==> config.mk <==
export PLATFORM = sky130hd
export DESIGN_NAME = serial_flash_pin_interface
export DESIGN_NICKNAME = d
export VERILOG_FILES = /design/src/flash_pin_pkg.sv /design/src/tx_fifo.sv /design/src/serial_flash_pin_interface.sv
export SDC_FILE = /design/constraint.sdc
export NUM_CORES = 1
export LEC_CHECK = 0
export BUFFER_PORTS_ARGS = -buffer_cell sky130_fd_sc_hd__buf_4
export CORE_UTILIZATION = 52
export CTS_BUF_LIST = sky130_fd_sc_hd__clkbuf_16
export DETAILED_ROUTE_END_ITERATION = 7
export PLACE_DENSITY = 0.75
export SETUP_SLACK_MARGIN = 0.05
export SYNTH_ARGS = -nofsm -noshare
export SYNTH_HDL_FRONTEND = slang
export SYNTH_SLANG_ARGS = --single-unit
==> constraint.sdc <==
create_clock -name clk -period 1.92 [get_ports clk]
set_input_delay 0 -clock clk [delete_from_list [all_inputs] [get_ports clk]]
set_output_delay 0 -clock clk [all_outputs]
set_load 0.1 [all_outputs]
==> src/flash_pin_pkg.sv <==
// Shared constants and types for the serial flash pin interface.
// Assumes a single system clock domain; link pins arrive asynchronously.
`default_nettype none
package flash_pin_pkg;

    // ==========================================
    // Data widths and buffering
    localparam int unsigned BYTE_W     = 8;
    localparam int unsigned TX_DEPTH   = 4;

    // ==========================================
    // Positions in the synchronised pin vector
    localparam int unsigned PIN_N      = 6;
    localparam int unsigned PIN_CS     = 0;
    localparam int unsigned PIN_SCK    = 1;
    localparam int unsigned PIN_IO0    = 2;
    localparam int unsigned PIN_IO1    = 3;
    localparam int unsigned PIN_IO2    = 4;
    localparam int unsigned PIN_IO3    = 5;

    // ==========================================
    // Reset values and counts
    // Serial clock resets to its low level so no false edge follows reset
    localparam logic [PIN_N-1:0]  PIN_RST   = 6'h3d;
    localparam logic [3:0]        BITS_BYTE = 4'h8;
    localparam logic [3:0]        CNT_RST   = 4'h0;
    localparam logic [7:0]        FILL_BYTE = 8'h00;

    // ==========================================
    // Lane width chosen by the command decoder
    typedef enum logic [1:0] {
        LANE_SINGLE,
        LANE_DUAL,
        LANE_QUAD
    } laneMode_t;

    // Frame progress
    typedef enum logic [1:0] {
        FRAME_IDLE,
        FRAME_SHIFT,
        FRAME_PAUSE
    } frameState_t;

endpackage

`default_nettype wire

==> src/tx_fifo.sv <==
// Small first-in first-out buffer with valid/ready on both sides.
// Assumes DEPTH is a power of two; same clock on both sides.
`timescale 1ns/1ps
`default_nettype none

module tx_fifo #(
    parameter int unsigned WIDTH = 8,
    parameter int unsigned DEPTH = 4
) (
    // System
    input  wire logic             clk,
    input  wire logic             sys_rst,
    // Fill side
    input  wire logic [WIDTH-1:0] inData,
    input  wire logic             inValid,
    output logic                  inReady,
    // Drain side
    output logic      [WIDTH-1:0] outData,
    output logic                  outValid,
    input  wire logic             outReady
);

    localparam int unsigned AW = $clog2(DEPTH);

    logic [WIDTH-1:0] store_reg [DEPTH];
    logic [AW:0]      wrPtr_reg;
    logic [AW:0]      rdPtr_reg;
    logic             doWrite;
    logic             doRead;

    // ==========================================
    // Flags and handshakes
    assign outValid = (wrPtr_reg != rdPtr_reg);
    assign inReady  = (wrPtr_reg[AW-1:0] != rdPtr_reg[AW-1:0])
                      || (wrPtr_reg[AW] == rdPtr_reg[AW]);
    assign doWrite  = inValid && inReady;
    assign doRead   = outValid && outReady;
    assign outData  = store_reg[rdPtr_reg[AW-1:0]];

    // Storage write
    always_ff @(posedge clk)
    begin
        if (doWrite)
        begin
            store_reg[wrPtr_reg[AW-1:0]] <= inData;
        end
    end

    // Pointer update
    always_ff @(posedge clk or posedge sys_rst)
    begin
        if (sys_rst)
        begin
            wrPtr_reg <= '0;
            rdPtr_reg <= '0;
        end
        else
        begin
            if (doWrite)
            begin
                wrPtr_reg <= wrPtr_reg + 1'b1;
            end
            if (doRead)
            begin
                rdPtr_reg <= rdPtr_reg + 1'b1;
            end
        end
    end

endmodule

`default_nettype wire

==> src/serial_flash_pin_interface.sv <==
// Pin-level serial link of a serial flash, device side.
// Assumes a command decoder on clk steers laneMode and driveOut and
// that the bench resolves the two-way pins from the enables.
`timescale 1ns/1ps
`default_nettype none

module serial_flash_pin_interface
    import flash_pin_pkg::*;
(
    // System
    input  wire logic                     clk,
    input  wire logic                     sys_rst,
    // Link pins
    input  wire logic                     csN,
    input  wire logic                     sck,
    input  wire logic                     io0In,
    output logic                          io0Out,
    output logic                          io0Oe,
    input  wire logic                     io1In,
    output logic                          io1Out,
    output logic                          io1Oe,
    input  wire logic                     quadDataLane2In,
    output logic                          quadDataLane2Out,
    output logic                          quadDataLane2Oe,
    input  wire logic                     quadDataLane3In,
    output logic                          quadDataLane3Out,
    output logic                          quadDataLane3Oe,
    // Configuration
    input  wire logic                     quadEnableBit,
    input  wire logic                     protectModeBitHi,
    input  wire logic                     protectModeBitLo,
    input  wire logic                     selfTimedBusy,
    // Command decoder steering
    input  wire flash_pin_pkg::laneMode_t laneMode,
    input  wire logic                     driveOut,
    // Received stream
    output logic [flash_pin_pkg::BYTE_W-1:0] rxData,
    output logic                          rxValid,
    output logic                          frameStart,
    output logic                          frameEnd,
    // Transmit stream
    input  wire logic [flash_pin_pkg::BYTE_W-1:0] txData,
    input  wire logic                     txValid,
    output logic                          txReady,
    // Status
    output logic                          standby,
    output logic                          pauseActive,
    output logic                          statusWriteBlocked,
    output logic                          frameActive
);

    import flash_pin_pkg::*;

    // ==========================================
    // Declarations
    logic [PIN_N-1:0] pinMeta_reg;
    logic [PIN_N-1:0] pinSync_reg;
    logic             csPrev_reg;
    logic             sckPrev_reg;
    logic             pausePrev_reg;
    frameState_t      state_reg;
    frameState_t      state_next;
    logic [7:0]       rxShift_reg;
    logic [7:0]       rxShift_next;
    logic [3:0]       rxCount_reg;
    logic [3:0]       rxCount_next;
    logic [7:0]       rxData_reg;
    logic             rxValid_reg;
    logic [7:0]       txShift_reg;
    logic [3:0]       txLeft_reg;
    logic [3:0]       io_reg;
    logic             frameStart_reg;
    logic             frameEnd_reg;
    logic             standby_reg;
    logic             blocked_reg;
    logic             csHigh;
    logic             sckLevel;
    logic             pauseLevel;
    logic             csFall;
    logic             csRise;
    logic             sckRise;
    logic             sckFall;
    logic             pauseFall;
    logic             pauseRise;
    logic             live;
    logic             talking;
    logic             rxTake;
    laneMode_t        effMode;
    logic [3:0]       width;
    logic [7:0]       fifoData;
    logic             fifoValid;
    logic             fifoPop;
    logic [7:0]       launchByte;

    // ==========================================
    // Pin synchronisers, two stages each
    always_ff @(posedge clk or posedge sys_rst)
    begin
        if (sys_rst)
        begin
            pinMeta_reg <= PIN_RST;
            pinSync_reg <= PIN_RST;
        end
        else
        begin
            pinMeta_reg <= {quadDataLane3In, quadDataLane2In, io1In, io0In, sck, csN};
            pinSync_reg <= pinMeta_reg;
        end
    end

    // Previous levels for edge detection
    always_ff @(posedge clk or posedge sys_rst)
    begin
        if (sys_rst)
        begin
            csPrev_reg    <= 1'b1;
            sckPrev_reg   <= 1'b0;
            pausePrev_reg <= 1'b1;
        end
        else
        begin
            csPrev_reg    <= pinSync_reg[PIN_CS];
            sckPrev_reg   <= pinSync_reg[PIN_SCK];
            pausePrev_reg <= pinSync_reg[PIN_IO3];
        end
    end

    // ==========================================
    // Edges; either clock idle level works, capture stays on the rise
    assign csHigh     = pinSync_reg[PIN_CS];
    assign sckLevel   = pinSync_reg[PIN_SCK];
    assign pauseLevel = pinSync_reg[PIN_IO3];
    assign csFall     = csPrev_reg && !csHigh;
    assign csRise     = !csPrev_reg && csHigh;
    assign sckRise    = !sckPrev_reg && sckLevel;
    assign sckFall    = sckPrev_reg && !sckLevel;
    assign pauseFall  = pausePrev_reg && !pauseLevel && !quadEnableBit;
    assign pauseRise  = !pausePrev_reg && pauseLevel && !quadEnableBit;

    // Quad only counts with the lanes enabled
    assign effMode = (laneMode == LANE_QUAD && !quadEnableBit)
                     ? LANE_SINGLE : laneMode;
    assign width   = (effMode == LANE_QUAD) ? 4'h4
                   : (effMode == LANE_DUAL) ? 4'h2 : 4'h1;

    // ==========================================
    // Frame state machine
    always_comb
    begin
        state_next = state_reg;
        unique case (state_reg)
            FRAME_IDLE:
            begin
                if (csFall)
                begin
                    state_next = FRAME_SHIFT;
                end
            end
            FRAME_SHIFT:
            begin
                if (csRise)
                begin
                    state_next = FRAME_IDLE;
                end
                else if (pauseFall && !sckLevel)
                begin
                    state_next = FRAME_PAUSE;
                end
            end
            FRAME_PAUSE:
            begin
                if (csRise)
                begin
                    state_next = FRAME_IDLE;
                end
                else if (pauseRise && !sckLevel)
                begin
                    state_next = FRAME_SHIFT;
                end
            end
            default:
            begin
                state_next = FRAME_IDLE;
            end
        endcase
    end

    always_ff @(posedge clk or posedge sys_rst)
    begin
        if (sys_rst)
        begin
            state_reg <= FRAME_IDLE;
        end
        else
        begin
            state_reg <= state_next;
        end
    end

    // Active shifting only when selected and not paused
    assign live    = (state_reg == FRAME_SHIFT) && !csHigh;
    assign talking = live && driveOut;

    // ==========================================
    // Receive: assemble lanes into bytes on rising edges
    assign rxTake = live && sckRise
                    && !(driveOut && effMode != LANE_SINGLE);

    always_comb
    begin
        rxShift_next = rxShift_reg;
        rxCount_next = rxCount_reg;
        unique case (effMode)
            LANE_QUAD:
            begin
                rxShift_next = {rxShift_reg[3:0], pinSync_reg[PIN_IO3],
                                pinSync_reg[PIN_IO2], pinSync_reg[PIN_IO1],
                                pinSync_reg[PIN_IO0]};
            end
            LANE_DUAL:
            begin
                rxShift_next = {rxShift_reg[5:0], pinSync_reg[PIN_IO1],
                                pinSync_reg[PIN_IO0]};
            end
            default:
            begin
                rxShift_next = {rxShift_reg[6:0], pinSync_reg[PIN_IO0]};
            end
        endcase
        rxCount_next = rxCount_reg + width;
    end

    // Receive counter survives a pause, restarts each frame
    always_ff @(posedge clk or posedge sys_rst)
    begin
        if (sys_rst)
        begin
            rxShift_reg <= FILL_BYTE;
            rxCount_reg <= CNT_RST;
            rxData_reg  <= FILL_BYTE;
            rxValid_reg <= 1'b0;
        end
        else
        begin
            rxValid_reg <= 1'b0;
            if (csFall)
            begin
                rxCount_reg <= CNT_RST;
            end
            else if (rxTake)
            begin
                rxShift_reg <= rxShift_next;
                if (rxCount_next >= BITS_BYTE)
                begin
                    rxCount_reg <= CNT_RST;
                    rxData_reg  <= rxShift_next;
                    rxValid_reg <= 1'b1;
                end
                else
                begin
                    rxCount_reg <= rxCount_next;
                end
            end
        end
    end

    // ==========================================
    // Transmit buffer between user and shifter
    tx_fifo #(
        .WIDTH (BYTE_W),
        .DEPTH (TX_DEPTH)
    ) u_tx_fifo (
        .clk      (clk),
        .sys_rst  (sys_rst),
        .inData   (txData),
        .inValid  (txValid),
        .inReady  (txReady),
        .outData  (fifoData),
        .outValid (fifoValid),
        .outReady (fifoPop)
    );

    // Take a new byte when the shifter runs dry at a falling edge
    assign fifoPop    = talking && sckFall && (txLeft_reg == CNT_RST);
    assign launchByte = (txLeft_reg != CNT_RST) ? txShift_reg
                      : (fifoValid ? fifoData : FILL_BYTE);

    // Launch lanes on falling edges; pause holds position
    always_ff @(posedge clk or posedge sys_rst)
    begin
        if (sys_rst)
        begin
            txShift_reg <= FILL_BYTE;
            txLeft_reg  <= CNT_RST;
            io_reg      <= 4'h0;
        end
        else if (csFall)
        begin
            txLeft_reg <= CNT_RST;
        end
        else if (talking && sckFall)
        begin
            txLeft_reg <= (txLeft_reg == CNT_RST) ? BITS_BYTE - width
                                                  : txLeft_reg - width;
            unique case (effMode)
                LANE_QUAD:
                begin
                    io_reg      <= launchByte[7:4];
                    txShift_reg <= {launchByte[3:0], 4'h0};
                end
                LANE_DUAL:
                begin
                    io_reg      <= {2'h0, launchByte[7:6]};
                    txShift_reg <= {launchByte[5:0], 2'h0};
                end
                default:
                begin
                    io_reg      <= {2'h0, launchByte[7], 1'b0};
                    txShift_reg <= {launchByte[6:0], 1'b0};
                end
            endcase
        end
    end

    // ==========================================
    // Pin drivers: float whenever deselected or paused
    assign io1Out           = io_reg[1];
    assign io0Out           = io_reg[0];
    assign quadDataLane2Out = io_reg[2];
    assign quadDataLane3Out = io_reg[3];
    assign io1Oe            = talking;
    assign io0Oe            = talking && effMode != LANE_SINGLE;
    assign quadDataLane2Oe  = talking && effMode == LANE_QUAD;
    assign quadDataLane3Oe  = talking && effMode == LANE_QUAD;

    // ==========================================
    // Frame markers, standby and protection status
    always_ff @(posedge clk or posedge sys_rst)
    begin
        if (sys_rst)
        begin
            frameStart_reg <= 1'b0;
            frameEnd_reg   <= 1'b0;
            standby_reg    <= 1'b1;
            blocked_reg    <= 1'b0;
        end
        else
        begin
            frameStart_reg <= csFall;
            frameEnd_reg   <= csRise;
            standby_reg    <= csHigh && !selfTimedBusy;
            // Open pin syncs high through the pull-up
            blocked_reg    <= !quadEnableBit && !protectModeBitHi
                              && protectModeBitLo
                              && !pinSync_reg[PIN_IO2];
        end
    end

    assign rxData             = rxData_reg;
    assign rxValid            = rxValid_reg;
    assign frameStart         = frameStart_reg;
    assign frameEnd           = frameEnd_reg;
    assign standby            = standby_reg;
    assign statusWriteBlocked = blocked_reg;
    assign pauseActive        = (state_reg == FRAME_PAUSE);
    assign frameActive        = (state_reg != FRAME_IDLE);

    // ==========================================
    // Checks
    a_frame_open: assert property (@(posedge clk) disable iff (sys_rst)
        csFall |=> frameStart_reg && state_reg == FRAME_SHIFT)
        else $error("frame did not open on chip select fall");

    a_standby_entry: assert property (@(posedge clk) disable iff (sys_rst)
        (csHigh && selfTimedBusy) |=> !standby_reg)
        else $error("standby entered during self-timed cycle");

    a_rx_capture: assert property (@(posedge clk) disable iff (sys_rst)
        rxValid_reg |-> $past(sckRise) && $past(live))
        else $error("byte completed without rising clock edge");

    a_tx_launch: assert property (@(posedge clk) disable iff (sys_rst)
        $changed(io_reg) |-> $past(sckFall) && $past(talking))
        else $error("output changed away from falling edge");

    a_so_float: assert property (@(posedge clk) disable iff (sys_rst)
        csHigh |-> !io1Oe && !io0Oe)
        else $error("serial output driven while deselected");

    a_si_ignore: assert property (@(posedge clk) disable iff (sys_rst)
        csHigh ##1 csHigh |-> !rxValid_reg && $stable(rxShift_reg))
        else $error("input taken while deselected");

    a_dual_lanes: assert property (@(posedge clk) disable iff (sys_rst)
        io0Oe |-> io1Oe && effMode != LANE_SINGLE)
        else $error("lane zero driven outside multi-lane read");

    a_wp_block: assert property (@(posedge clk) disable iff (sys_rst)
        (!quadEnableBit && !protectModeBitHi && protectModeBitLo
         && !pinSync_reg[PIN_IO2]) |=> blocked_reg)
        else $error("status write not blocked");

    a_quad_lanes: assert property (@(posedge clk) disable iff (sys_rst)
        (quadDataLane2Oe || quadDataLane3Oe) |-> quadEnableBit)
        else $error("upper lanes driven with quad disabled");

    a_pause_entry: assert property (@(posedge clk) disable iff (sys_rst)
        (state_reg == FRAME_SHIFT) ##1 (state_reg == FRAME_PAUSE)
        |-> $past(pauseFall) && !$past(sckLevel))
        else $error("pause entered without pin fall at low clock");

    a_pause_exit: assert property (@(posedge clk) disable iff (sys_rst)
        (state_reg == FRAME_PAUSE) ##1 (state_reg == FRAME_SHIFT)
        |-> $past(pauseRise) && !$past(sckLevel))
        else $error("pause left without pin rise at low clock");

    a_pause_quiet: assert property (@(posedge clk) disable iff (sys_rst)
        (state_reg == FRAME_PAUSE) |-> (!io1Oe && !io0Oe)
        ##1 ($stable(rxCount_reg) && $stable(txLeft_reg)))
        else $error("activity while paused");

endmodule

`default_nettype wire

==> summary.txt <==
Outcome: finished with violations
Violated checks: setup timing
Mux cell area share after synthesis: 9.02%
Clk buf depth: 2
PortBufs: 47
Largest net degree at the start of global routing: 63
Async SR Flop Fraction: 66.0%
CP arrival: 2200 ps
Synth-to-Final Area Change: 36.7%
Measured slew at the worst slew-check pin: 657 ps
Peak Freq: 0.510 GHz
Vias in the first global route: 2,807
Max reg flops: 32
Post-Syn Area: 4080 um2
Max cap viols: 0
RSZ-0062 raised after global routing: yes
DRT iter0 DRCs: 162
Max Transition Viols Final: 0
Dominant combinational cell family by area after synthesis: compound AO/OA/AOI/OAI gates
Cell count after synthesis: 301
HPWL after DPL: 5520 um
Die Span Y: 90.6 um
Post-route ant nets: 0
DR vias: 2,727
Inserted Diodes: 0
Worst Setup SP: rxCount_reg[1]
Pleak: 2.43 nW
Avg Cell Area, Syn: 13.6 um2
Critical path type: reg -> reg
Worst hold start: quadEnableBit
Skew final: 10.7 ps
Post-synth net total: 337
Final period utilization: 102%
Yosys top cell by area: dfrtp_1
Inserted Clock Buffers: 9
Final hold vios: 0
Root Driver: clkbuf_16
CTS tree: built
Total congestion overflow: 0
Yosys warning count: 0
Number of synthesized flops with an enable pin: 32
Crit path time final: 1960 ps
Worst skew pair latency: 350 ps
GPL Wtd Cong: 0.857
Library cells used by synthesis: 49
Synth top area cells: dfrtp_1 (30%), edfxtp_1 (24%), dfstp_2 (8.4%), mux4_2 (4.4%), mux2_2 (3.9%)
Nets: 444
WP data required: 2160 ps
IO Count: 48
RR Startpoint: rxCount_reg[1]
Clock Sinks: 94
Worst VDD drop: 0.877 mV
Critical path endpoint category: flip-flop
Share of the yosys chip area belonging to registers: 62.0%
Share of the synthesized area in the top cell type: 30.1%
Pre-antenna DRT Iters: 5
Number of synthesized register bits: 94
Cells after DPL: 469
Die X: 90.6 um
Ys flop type: dfrtp_1
PnR worst setup slack: -42.4 ps
Critical-path maximum fanout: 8
Worst min path class: in -> reg
Starting Density: 55.1%
Power Density: 1240 nW/um2
Place WS: -49.3 ps
CTS clk-pin slew, worst paths: 70 ps
CP startpoint kind: flip-flop
Max-slew headroom: 55.9%
# fillers: 472
Final setup TNS: -152 ps
Finished Layout Cells: 512
Post-synthesis xor/xnor area fraction: 2.15%
Post-synthesis compound-gate area fraction: 11.0%
Via density: 5.33
Drt total wl: 8290 um
H-Tree Depth: 3
Routed len/inst: 16.2 um
CORE AREA: 7410 um2
Row count: 31
Post-Synth Adder-Cell Area: 4.57%
DRC Markers: 0
Die Footprint: 8200 um2
Endpoints failing setup: 7
Total GRT Usage: 21.6%
Synth Area in Simple Gates: 8.28%
Initial antenna violation count: 0
Fraction of layout cells with a size suffix above 1: 42.6%
First-pass GRT wire length: 13,500 um
cell type report:
cell class              instances  area [um2]  area share (%)
inverters                      17        66.3            1.19
well taps                      99         124            2.22
repair buffers                109         950            17.0
multi-input cells             177        1610            28.8
flip-flops and latches         94        2530            45.4
clock inverters                 7        73.8            1.32
clock buffers                   9         225            4.04
cell families after synthesis:
family	count (synthesis)
flops	94
compound gates	63
xor+xnor	10
buf+inv	30
mux	25
fa+ha+maj	14
simple gates	65
synthesized netlist by cell type, drive strengths merged (5+ instances only):
cell type and count:
buf 8, nand2 17, edfxtp 32, mux4 8, xor2 5, xnor2 5, nor2 21, a22o 14
a21o 5, inv 17, clkbuf 5, ha 10, mux2 14, and2 7, o21ai 10, dfrtp 49
a21oi 14, nor2b 6, dfstp 13
where the power goes:
group	total, mW	leakage [nW]	switching, mW	internal, mW
combinational	2.45	1.22	1.36	1.09
clock	1.74	0.149	0.819	0.924
sequential	2.74	1.06	0.241	2.50
critical path: stages, from the launching register on:
cell,delay [ps]
dfrtp_1,390
ha_1,290
a21oi_2,50
maj3_2,330
xor2_4,170
nor3_4,150
buf_12,150
mux2_2,330
cell usage in the layout, fill, tap and decap left out, types with 11 or more instances in the layout:
cell / count
a22o_1: 14
dfrtp_1: 46
mux2_2: 11
a21oi_1: 12
nand2_1: 15
inv_1: 14
nor2_1: 19
dfstp_2: 13
edfxtp_1: 32
dlygate4sd3_1: 18
buf_4: 82
routing by layer:
layer | track usage [%] | part of all wire, % | up-vias
met2 | 36.7 | 52 | 54
met1 | 26.7 | 43 | 1357
li1 | - | - | 1306
met4 | 11.2 | 1.8 | 0
met5 | 0 | 0 | -
met3 | 3.37 | 2.8 | 10
worst paths after layout:
| kind | slack, ps | depth (start not counted) | endpoint |
|---|---|---|---|
| setup / recovery | -40 | 7 | rxData[2] |
| max in group asynchronous | 1340 | 4 | pinMeta_reg[4] |
| hold / removal | 110 | 4 | state_reg[1] |
| min in group asynchronous | 270 | 4 | state_reg[0] |
| hold reg to reg | 350 | 0 | pinSync_reg[5] |
| setup reg to reg | -40 | 7 | rxData[2] |
through the flow:
stage          utilization [%]  instance area (um2)  hold slack [ps]  total power, mW
4_1_cts                   73.4                 5440              113             6.81
3_3_place_gp              66.2                 4900             90.3             4.86
6_report                  75.3                 5580              110             6.93
3_5_place_dp              66.2                 4900             92.8             4.94
2_1_floorplan                -                 4170             4.48             4.25
5_1_grt                   75.3                 5580              117             7.24
timing repair:
item | in CTS | in global routing
gates resized for setup | 6 | 23
hold buffers | 18 | 0
endpoints found under the hold margin | 98 | 0
buffers inserted | 4 | 5
setup endpoints to repair | 18 | 37
pin swaps | 5 | 12
(Power assumes the default switching activity.)
